<file path="config.mk">
export PLATFORM = sky130hd
export DESIGN_NAME = fsf_status_flags
export DESIGN_NICKNAME = d
export VERILOG_FILES = /design/src/pkg/fsf_pkg.sv /design/src/verilog/fsf_sticky_bit.sv /design/src/verilog/fsf_status_flags.sv
export VERILOG_INCLUDE_DIRS = /design/src /design/src/pkg
export SDC_FILE = /design/constraint.sdc
export NUM_CORES = 1
export LEC_CHECK = 0
export BUFFER_PORTS_ARGS = -buffer_cell sky130_fd_sc_hd__buf_2
export CORE_MARGIN = 2
export CORE_UTILIZATION = 30
export CTS_BUF_LIST = sky130_fd_sc_hd__clkbuf_4
export CTS_CLUSTER_SIZE = 20
export DETAILED_ROUTE_END_ITERATION = 16
export GPL_ROUTABILITY_DRIVEN = 0
export GPL_TIMING_DRIVEN = 0
export PLACE_DENSITY = 0.66
export SYNTH_ARGS = -nofsm -noshare
export SYNTH_HDL_FRONTEND = slang
export SYNTH_SLANG_ARGS = --single-unit
</file>
<file path="constraint.sdc">
create_clock -name clk_sys_in -period 2 [get_ports clk_sys_in]
set_clock_uncertainty 0.05 [all_clocks]
set_input_delay 0.4 -clock clk_sys_in [delete_from_list [all_inputs] [get_ports clk_sys_in]]
set_output_delay 0.4 -clock clk_sys_in [all_outputs]
set_load 0.01 [all_outputs]
</file>
<file path="src/pkg/fsf_map.svh">
// Constants for the status-word flag logic: bit positions, codes, resets
`ifndef FSF_MAP_SVH
`define FSF_MAP_SVH
`define FSF_SW_RESET 16'h0000
`define FSF_CW_RESET 16'h037F
`define FSF_BIT_INVALID 3'h0
`define FSF_BIT_SUBNORM 3'h1
`define FSF_BIT_DIVNIL 3'h2
`define FSF_BIT_OVERFLOW 3'h3
`define FSF_BIT_UNDERFLOW 3'h4
`define FSF_BIT_INEXACT 3'h5
`define FSF_POS_FAULT 4'h6
`define FSF_POS_SUMMARY 4'h7
`define FSF_POS_COND0 4'h8
`define FSF_POS_COND1 4'h9
`define FSF_POS_COND2 4'hA
`define FSF_POS_COND3 4'hE
`define FSF_POS_BUSY 4'hF
`define FSF_EXC_NONE 6'h00
`define FSF_TRIG_EXP 16'h403E
`endif

</file>
<file path="src/pkg/fsf_pkg.sv">
// Types shared by the status-word flag logic
package fsf_pkg;
	typedef enum logic [3:0] {
		FSF_CLS_ARITH = 4'h0,
		FSF_CLS_COMPARE = 4'h1,
		FSF_CLS_COMPARE_INT = 4'h2,
		FSF_CLS_CLASSIFY = 4'h3,
		FSF_CLS_REMAINDER = 4'h4,
		FSF_CLS_TRIG = 4'h5,
		FSF_CLS_MOVE = 4'h6,
		FSF_CLS_LOAD_ENV = 4'h7,
		FSF_CLS_CLEAR_EXC = 4'h8,
		FSF_CLS_INIT = 4'h9,
		FSF_CLS_OTHER = 4'hA
	} fsf_class_t;
	// One completing instruction with its results
	typedef struct packed {
		fsf_class_t cls;
		logic [5:0] exc;
		logic stack_fault;
		logic stack_over;
		logic round_up;
		logic [2:0] cmp_code;
		logic [3:0] class_code;
		logic sign;
		logic reduce_incomplete;
		logic [2:0] quotient;
		logic [14:0] src_exp;
		logic [15:0] mem_image;
	} fsf_done_t;
endpackage

</file>
<file path="src/verilog/fsf_sticky_bit.sv">
// One sticky flag with set-over-clear and a memory load path
`timescale 1ns/100ps
`default_nettype none
module fsf_sticky_bit (
	// Clock and reset
	input wire logic clk_sys_in,
	input wire logic rstn_in,
	// Controls
	input wire logic set_in,
	input wire logic clear_in,
	input wire logic load_in,
	input wire logic load_val_in,
	// State
	output logic flag_out
);
	logic flag_r;
	// Load wins, then set, then clear, so a clear never drops a set
	always_ff @(posedge clk_sys_in or negedge rstn_in) begin
		if (!rstn_in) begin
			flag_r <= 1'b0;
		end else if (load_in) begin
			flag_r <= load_val_in;
		end else if (set_in) begin
			flag_r <= 1'b1;
		end else if (clear_in) begin
			flag_r <= 1'b0;
		end
	end
	assign flag_out = flag_r;
endmodule
`default_nettype wire

</file>
<file path="src/verilog/fsf_status_flags.sv">
// Status-word condition, exception, stack-fault and summary logic
`timescale 1ns/100ps
`default_nettype none
`include "fsf_map.svh"
module fsf_status_flags (
	// Clock and reset
	input wire logic clk_sys_in,
	input wire logic rstn_in,
	// Completing instruction
	input wire logic done_valid_in,
	input wire fsf_pkg::fsf_done_t done_in,
	// Control word (mask bits in 5:0)
	input wire logic [15:0] ctrl_word_in,
	// Status view
	output logic [15:0] status_word_out,
	output logic handler_req_out
);
	import fsf_pkg::*;

	logic [3:0] cc_r;
	logic [3:0] cc_nxt;
	logic [5:0] exc_flags;
	logic fault_flag;
	logic summary_bit;
	logic [5:0] unmasked;
	logic clr_all;
	logic load_mem;
	logic trig_out_range;
	logic fault_c1;
	logic c1_flag_view;
	logic [15:0] img;

	assign img = done_in.mem_image;

	// Clearing classes; save shares the init encoding
	assign clr_all = done_valid_in &&
		(done_in.cls == FSF_CLS_CLEAR_EXC || done_in.cls == FSF_CLS_INIT);
	assign load_mem = done_valid_in && done_in.cls == FSF_CLS_LOAD_ENV;

	// sticky exception flags, one instance per bit
	// clear only by clear, init or memory load
	genvar gi;
	generate
		for (gi = 0; gi < 6; gi++) begin : g_exc
			fsf_sticky_bit u_flag (
				.clk_sys_in(clk_sys_in),
				.rstn_in(rstn_in),
				.set_in(done_valid_in && done_in.exc[gi]),
				.clear_in(clr_all),
				.load_in(load_mem),
				.load_val_in(img[gi]),
				.flag_out(exc_flags[gi])
			);
		end
	endgenerate

	// stack fault set on overflow or underflow
	// sticky, only init, clear, save or memory load drop it
	fsf_sticky_bit u_stack_fault (
		.clk_sys_in(clk_sys_in),
		.rstn_in(rstn_in),
		.set_in(done_valid_in && done_in.stack_fault),
		.clear_in(clr_all),
		.load_in(load_mem),
		.load_val_in(img[`FSF_POS_FAULT]),
		.flag_out(fault_flag)
	);

	// Exponent above bias plus 63 means magnitude at or past two to 64
	assign trig_out_range = done_in.src_exp >= 15'(`FSF_TRIG_EXP + 16'h0001);

	// Bit one on a stack fault names the direction, else round-up
	assign fault_c1 = done_in.stack_over;

	// Next condition bits per class; undefined ones are held
	always_comb begin
		cc_nxt = cc_r;
		c1_flag_view = 1'b0;
		case (done_in.cls)
			// compare result in 0,2,3; bit one zero or fault
			FSF_CLS_COMPARE: begin
				cc_nxt[0] = done_in.cmp_code[0];
				cc_nxt[2] = done_in.cmp_code[1];
				cc_nxt[3] = done_in.cmp_code[2];
				cc_nxt[1] = done_in.stack_fault ? fault_c1 : 1'b0;
			end
			// only stack fault reported in bit one
			FSF_CLS_COMPARE_INT: begin
				cc_nxt[1] = done_in.stack_fault ? fault_c1 : 1'b0;
			end
			FSF_CLS_CLASSIFY: begin
				cc_nxt[1] = done_in.sign;
				cc_nxt[0] = done_in.class_code[0];
				cc_nxt[2] = done_in.class_code[1];
				cc_nxt[3] = done_in.class_code[2];
			end
			FSF_CLS_REMAINDER: begin
				cc_nxt[2] = done_in.reduce_incomplete;
				if (!done_in.reduce_incomplete) begin
					cc_nxt[0] = done_in.quotient[2];
					cc_nxt[3] = done_in.quotient[1];
					cc_nxt[1] = done_in.quotient[0];
				end
				// A fault takes bit one, the quotient keeps 0 and 3
				if (done_in.stack_fault) begin
					cc_nxt[1] = fault_c1;
				end
			end
			// range check of the source operand
			FSF_CLS_TRIG: begin
				cc_nxt[2] = trig_out_range;
				if (done_in.stack_fault) begin
					cc_nxt[1] = fault_c1;
				end else if (!trig_out_range) begin
					cc_nxt[1] = done_in.exc[`FSF_BIT_INEXACT] &&
						done_in.round_up;
				end
			end
			FSF_CLS_ARITH: begin
				if (done_in.stack_fault) begin
					cc_nxt[1] = fault_c1;
				end else begin
					cc_nxt[1] = done_in.exc[`FSF_BIT_INEXACT] &&
						done_in.round_up;
				end
			end
			// bit one zero unless a stack fault
			FSF_CLS_MOVE: begin
				cc_nxt[1] = done_in.stack_fault ? fault_c1 : 1'b0;
			end
			// every condition bit from the image
			FSF_CLS_LOAD_ENV: begin
				cc_nxt[0] = img[`FSF_POS_COND0];
				cc_nxt[1] = img[`FSF_POS_COND1];
				cc_nxt[2] = img[`FSF_POS_COND2];
				cc_nxt[3] = img[`FSF_POS_COND3];
			end
			FSF_CLS_INIT: begin
				cc_nxt = 4'h0;
			end
			default: begin
				cc_nxt = cc_r;
			end
		endcase
		// overflow high, underflow low when invalid and fault
		if (done_in.stack_fault && done_in.exc[`FSF_BIT_INVALID]) begin
			c1_flag_view = 1'b1;
			cc_nxt[1] = done_in.stack_over;
		end
	end

	// condition bits commit with the flags at completion
	always_ff @(posedge clk_sys_in or negedge rstn_in) begin
		if (!rstn_in) begin
			cc_r <= 4'h0;
		end else if (done_valid_in) begin
			cc_r <= cc_nxt;
		end
	end

	// control mask bits block summary contribution
	// masked flags still stick but do not raise summary
	assign unmasked = exc_flags & ~ctrl_word_in[5:0];
	assign summary_bit = unmasked != `FSF_EXC_NONE;
	assign handler_req_out = summary_bit;

	// Word assembly; top-of-stack field lives elsewhere and reads zero
	always_comb begin
		status_word_out = `FSF_SW_RESET;
		status_word_out[5:0] = exc_flags;
		status_word_out[`FSF_POS_FAULT] = fault_flag;
		status_word_out[`FSF_POS_SUMMARY] = summary_bit;
		status_word_out[`FSF_POS_COND0] = cc_r[0];
		status_word_out[`FSF_POS_COND1] = cc_r[1];
		status_word_out[`FSF_POS_COND2] = cc_r[2];
		status_word_out[`FSF_POS_COND3] = cc_r[3];
		status_word_out[`FSF_POS_BUSY] = summary_bit;
	end
endmodule
`default_nettype wire

</file>
## After elaboration in Yosys (flattened, before gate mapping)

Index checks and enable logic that the tools add are counted.

| operators by class | value |
|---|---|
| $lt $le $gt $ge | 1 |
| equality and inequality tests | 12 |
| multiplexer cells | 27 |
| bitwise gates (word level) | 2 |
| reduce and logical (&&, ||, !) cells | 28 |

Operators by type and width:

| operator | number |
|---|---|
| 1-bit two-way mux | 22 |
| 3-bit nonzero test | 7 |
| 4-bit by 3-bit == test with 1-bit output (second input constant) | 4 |
| 15-bit >= comparator (second input constant) | 1 |
| 6-bit nonzero test | 2 |
| 1-bit logical AND | 11 |
| 1-bit case mux with 5 select lines | 2 |
| 4-bit by 2-bit == test with 1-bit output (second input constant) | 2 |
| 4-bit == test (second input constant) | 2 |
| 4-bit inequality test (second input constant) | 2 |
| 8-bit nonzero test | 1 |
| 1-bit case mux with 7 select lines | 1 |
| 6-bit AND | 1 |
| 6-bit inverter | 1 |
| 1-bit case mux with 6 select lines | 1 |
| 5-bit nonzero test | 1 |
| 4-bit by 1-bit == test with 1-bit output (second input constant) | 1 |
| 4-bit zero test | 1 |
| 4-bit AND reduction | 1 |
| 3-bit AND reduction | 1 |
| 3-bit OR reduction | 1 |
| 2-bit two-way mux | 1 |
| 2-bit inequality test (second input constant) | 1 |
| 2-bit AND reduction | 1 |
| 1-bit logical OR | 1 |

| storage, ports and cells | value |
|---|---|
| register bits | 11 |

## Longest topological paths before layout

| logic depth | value |
|---|---|
| depth in word-level cells | 6 |
| mapped depth | 6 |
| mapped depth without buffers | 5 |

## Cells and area by module

From an unflattened synthesis, not the netlist that was laid out.

| second synthesis, totals | value |
|---|---|
| cells, all modules | 132 |
| area, all modules | 1033.5 sq um |

By module, submodules not included:

| module | instances | cells an instance | area each (sq um) | seq. area each (sq um) |
|---|---|---|---|---|
| fsf_status_flags | 1 | 97 | 709.4 | 100.1 |
| fsf_sticky_bit | 7 | 5 | 46.3 | 25.0 |

## Least setup slack after synthesis

OpenSTA, ideal clock, no wires.

| timing | value |
|---|---|
| kind | input port to flip-flop |
| start | input done_in[52] (netlist bit) |
| end | register cc_r[1] |
| setup time | 0.125 ns |
| data arrival time | 1.451 ns |
| data required time | 1.825 ns |
| path slack | 0.374 ns |
| stages | 6 |
| cell sequence | buf_4 -> nor2b_2 -> and3_1 -> nand3_1 -> o2111ai_1 -> mux2_2 |

| on the way | value |
|---|---|
| word-level cells in the longest chain between the ends | 4 |
| elaborated cells between the ends (all ways) | 16 |
| those cells by class | eq/ne (10); mux (2); reduce/logical (4) |

RTL lines:

| item | line | RTL |
|---|---|---|
| from (decl) | fsf_status_flags.sv:11 | `input wire fsf_pkg::fsf_done_t done_in,` |
| 4-bit by 1-bit == test with 1-bit output (tied with other cells) | fsf_status_flags.sv:79 | `case (done_in.cls)` |
| 3-bit OR reduction (no source line) | - |  |
| 1-bit case mux with 7 select lines / 8-bit nonzero test (equally long branches) | - |  |
| 1-bit two-way mux / 4-bit AND reduction (equally long branches) | - |  |
| to (signal assigned) | fsf_status_flags.sv:157 | `cc_r <= cc_nxt;` |
| to (decl) | fsf_status_flags.sv:20 | `logic [3:0] cc_r;` |

Several ways; a longest one is shown, not always the timed one.
A chain may end at the register's enable or synchronous reset.

## Final worst setup path

| timing | value |
|---|---|
| start | register g_exc[4].u_flag.flag_r |
| end | output status_word_out[15] |

| on the way | value |
|---|---|
| word-level cells in the longest chain between the ends | 2 |

RTL lines:

| item | line | RTL |
|---|---|---|
| from (decl) | fsf_sticky_bit.sv:16 | `logic flag_r;` |
| from (signal assigned) | fsf_sticky_bit.sv:22 | `flag_r <= load_val_in;` |
| 6-bit AND | fsf_status_flags.sv:163 | `assign unmasked = exc_flags & ~ctrl_word_in[5:0];` |
| 6-bit nonzero test (no source line) | - |  |
| to (decl) | fsf_status_flags.sv:15 | `output logic [15:0] status_word_out,` |

Every way passes these cells.

==> impl_metrics.tcl <==
set metrics [dict create \
    cts_sinks 11 \
    initial_core_util 0.317 \
    ys.warnings.count 0 \
    post_synth_mux_area_share 0.0599 \
    cts.path.max_buffers 2 \
    clk_transition_reported_paths_ns 0.08 \
    synth.avg_cell_area_um2 7.78 \
    vias_per_cell 4.88 \
    grt.overflow.total 0 \
    regToRegSetupSlack_ns 1.03 \
    cp_slowest_stage_delay_ns 0.41 \
    r2r_start "g_exc[1].u_flag.flag_out$_DFFE_PN0P_" \
    hold_end "g_exc[2].u_flag.flag_out$_DFFE_PN0P_" \
    die_y_um 63.6 \
    yosys.area_share.simple 0.238 \
    multi_input_area_um2 622 \
    r2r_end "g_exc[1].u_flag.flag_out$_DFFE_PN0P_" \
    h-tree-depth 1 \
    fillers 387 \
    critPathSlowestCell "dfrtp_1" \
    die_area_um2 4050 \
    synthAdderAreaFrac 0 \
    finalSetupViolCount 0 \
    fp.dieW_um 63.6 \
    crit_type "flip-flop to primary output" \
    worstPathRequired_ns 1.55 \
    max_freq_mhz 534 \
    pre_cts_ws_ns 0.194 \
    whs_ns 0.325 \
    ant_nets 0 \
    p_leak_nw 0.787 \
    fin_crit_sh 0.936 \
    clock_latency_ns 0.27 \
    crit_path_end_kind "primary output" \
    place_hpwl_mm 2.51 \
    reg2reg_depth 3 \
    fin_crit_ns 1.87 \
    maxCapViolations 0 \
    rsz0062_at_grt "false" \
    ys_types 39 \
    cts_tree "built" \
    ir_drop_mv 0.141 \
    cts_root_buf "clkbuf_4" \
    synth-edff-count 0 \
    grt_antenna_before_repair 0 \
    status "finished, final reports clean" \
    ios 92 \
    antennaDiodeCount 0 \
    synth.cell_area_um2 1070 \
    drt_pass1_iterations 4 \
    synth_top_family_by_area "compound AO/OA/AOI/OAI gates" \
    routed_wl_mm 3.05 \
    synth_flop_cell "dfrtp_1" \
    finalMaxSlewViolations 0 \
    drt_iter0_drc 95 \
    hold_path.class "input pin to flip-flop" \
    core_area_um2 3360 \
    vias 1268 \
    async_flop_share 1.00 \
    cp_max_fo 4 \
    drc 0 \
    rows 21 \
    grt_max_degree 12 \
    numCtsBuffers 3 \
    layout.nets 290 \
    setup_ws_ns 0.128 \
    start_kind "flip-flop" \
    powerDensity_nw_per_um2 539 \
    grt_pass1_wl_mm 5.21 \
    whs_path_depth 3 \
    ys_seq_area_frac 0.258 \
    finalHoldViolCount 0 \
    io_buffers 69 \
    min_from "done_in[48]" \
    grt_pass1_vias 1208 \
    drive_gt1_frac 0.486 \
    crit_arrival_ns 1.42 \
    crit_chain "inv_1, o22ai_1, a221oi_2, o221ai_2, buf_4, buf_2" \
    grtUsageTotal 0.159 \
    synth_compound_area_frac 0.263 \
    wire_per_inst_um 11.7 \
    seq_area_um2 275 \
    synth_xor_area_frac 0 \
    areaGrowthSynthToFinish_pct 44.1 \
    synth-seq-cells 11 \
    setup_tns_ns 0 \
    netlist_instances 137 \
]
==> worst max path at each step <==
| stage | from | to | slack (ns) |
|---|---|---|---|
| global route | g_exc[1].u_flag.flag_out$_DFFE_PN0P_ | status_word_out[15] | 0.004 |
| detailed placement | done_in[53] | cc_r[1]$_DFFE_PN0P_ | 0.19 |
| CTS | g_exc[1].u_flag.flag_out$_DFFE_PN0P_ | status_word_out[15] | 0.003 |
| global placement | done_in[53] | cc_r[1]$_DFFE_PN0P_ | 0.20 |
| floorplan | done_in[52] | cc_r[1]$_DFFE_PN0P_ | 0.37 |
| finish | g_exc[4].u_flag.flag_out$_DFFE_PN0P_ | status_word_out[15] | 0.13 |
==> layer usage <==
layer / GRT usage / wire [um]
met4: 0.0489 / 16
met5: 0 / 0
met2: 0.263 / 1360
met1: 0.201 / 1360
met3: 0.0393 / 315
==> cells in the final DEF, fill, tap and decap left out, drive strengths merged, types with 2 or more instances in the layout <==
cell     count
inv         14
nor3b        2
nand2       10
nor4         2
buf         87
mux2i        3
nand3b       4
mux2         3
a221oi       6
clkbuf       5
conb         3
a222oi       2
nand3        3
nor2        11
nor3         3
a21oi       11
dfrtp       11
o2111ai      2
nand2b       2
o211ai       3
nor2b        4
o21ai       13
==> cells by family after synthesis <==
group | Yosys count
other | 1
and+or+nand+nor | 45
DFF | 11
buffers and inverters | 32
AOI/OAI and AO/OA | 42
muxes | 6
==> cells in the mapped netlist (all sizes together), types with 3 or more instances <==
cell type  count  area, um^2
nor3           3        15.0
nand2         10        37.5
mux2           3        33.8
a21oi         11        58.8
nor2          11        43.8
mux2i          3        30.0
nand3          3        15.0
nand3b         4        30.0
o211ai         3        22.5
nor2b          4        27.5
inv           14        52.6
a221oi         6        52.6
buf           17         133
o21ai         13        68.8
dfrtp         11         275
==> sequential cells by signal, indices dropped and copies added (netlist names) <==
register                count
g_exc.u_flag.flag_out       6
cc_r                        4
u_stack_fault.flag_out      1
==> worst max-delay path: cells and delay by family (launching register included) <==
family	cells	cell delay, ns
buf+inv	3	0.34
compound gates	3	0.42
flops	1	0.41
==> where the power goes <==
part           internal, mW  switching, mW  total, mW
logic                 0.193          0.164      0.357
registers             0.268         0.0355      0.303
clock network        0.0907         0.0763      0.167
total                 0.552          0.276      0.828
==> repair_timing <==
action	CTS	global route
hold endpoints to repair	11	0
endpoints found under the setup margin	0	3
buffers inserted	0	1
hold buffers	1	0
resized for setup	0	2
==> layout make-up <==
type                       count  area share
clock buffer                   4      0.0195
buffer                        18      0.0888
tap                           46      0.0375
sequential                    11       0.179
timing repair buffer          71       0.236
multi-input combinational     96       0.405
inverter                      14      0.0342
==> metrics by stage <==
stage | cell area [um^2] | power, mW | util | std cells
floorplan | 1070 | 0.510 | - | 139
CTS | 1520 | 0.828 | 0.451 | 259
finish | 1540 | 0.828 | 0.457 | 260
global route | 1540 | 0.894 | 0.457 | 260
detailed placement | 1480 | 0.657 | 0.439 | 254
global placement | 1480 | 0.649 | 0.439 | 254
(Power assumes the default switching activity.)
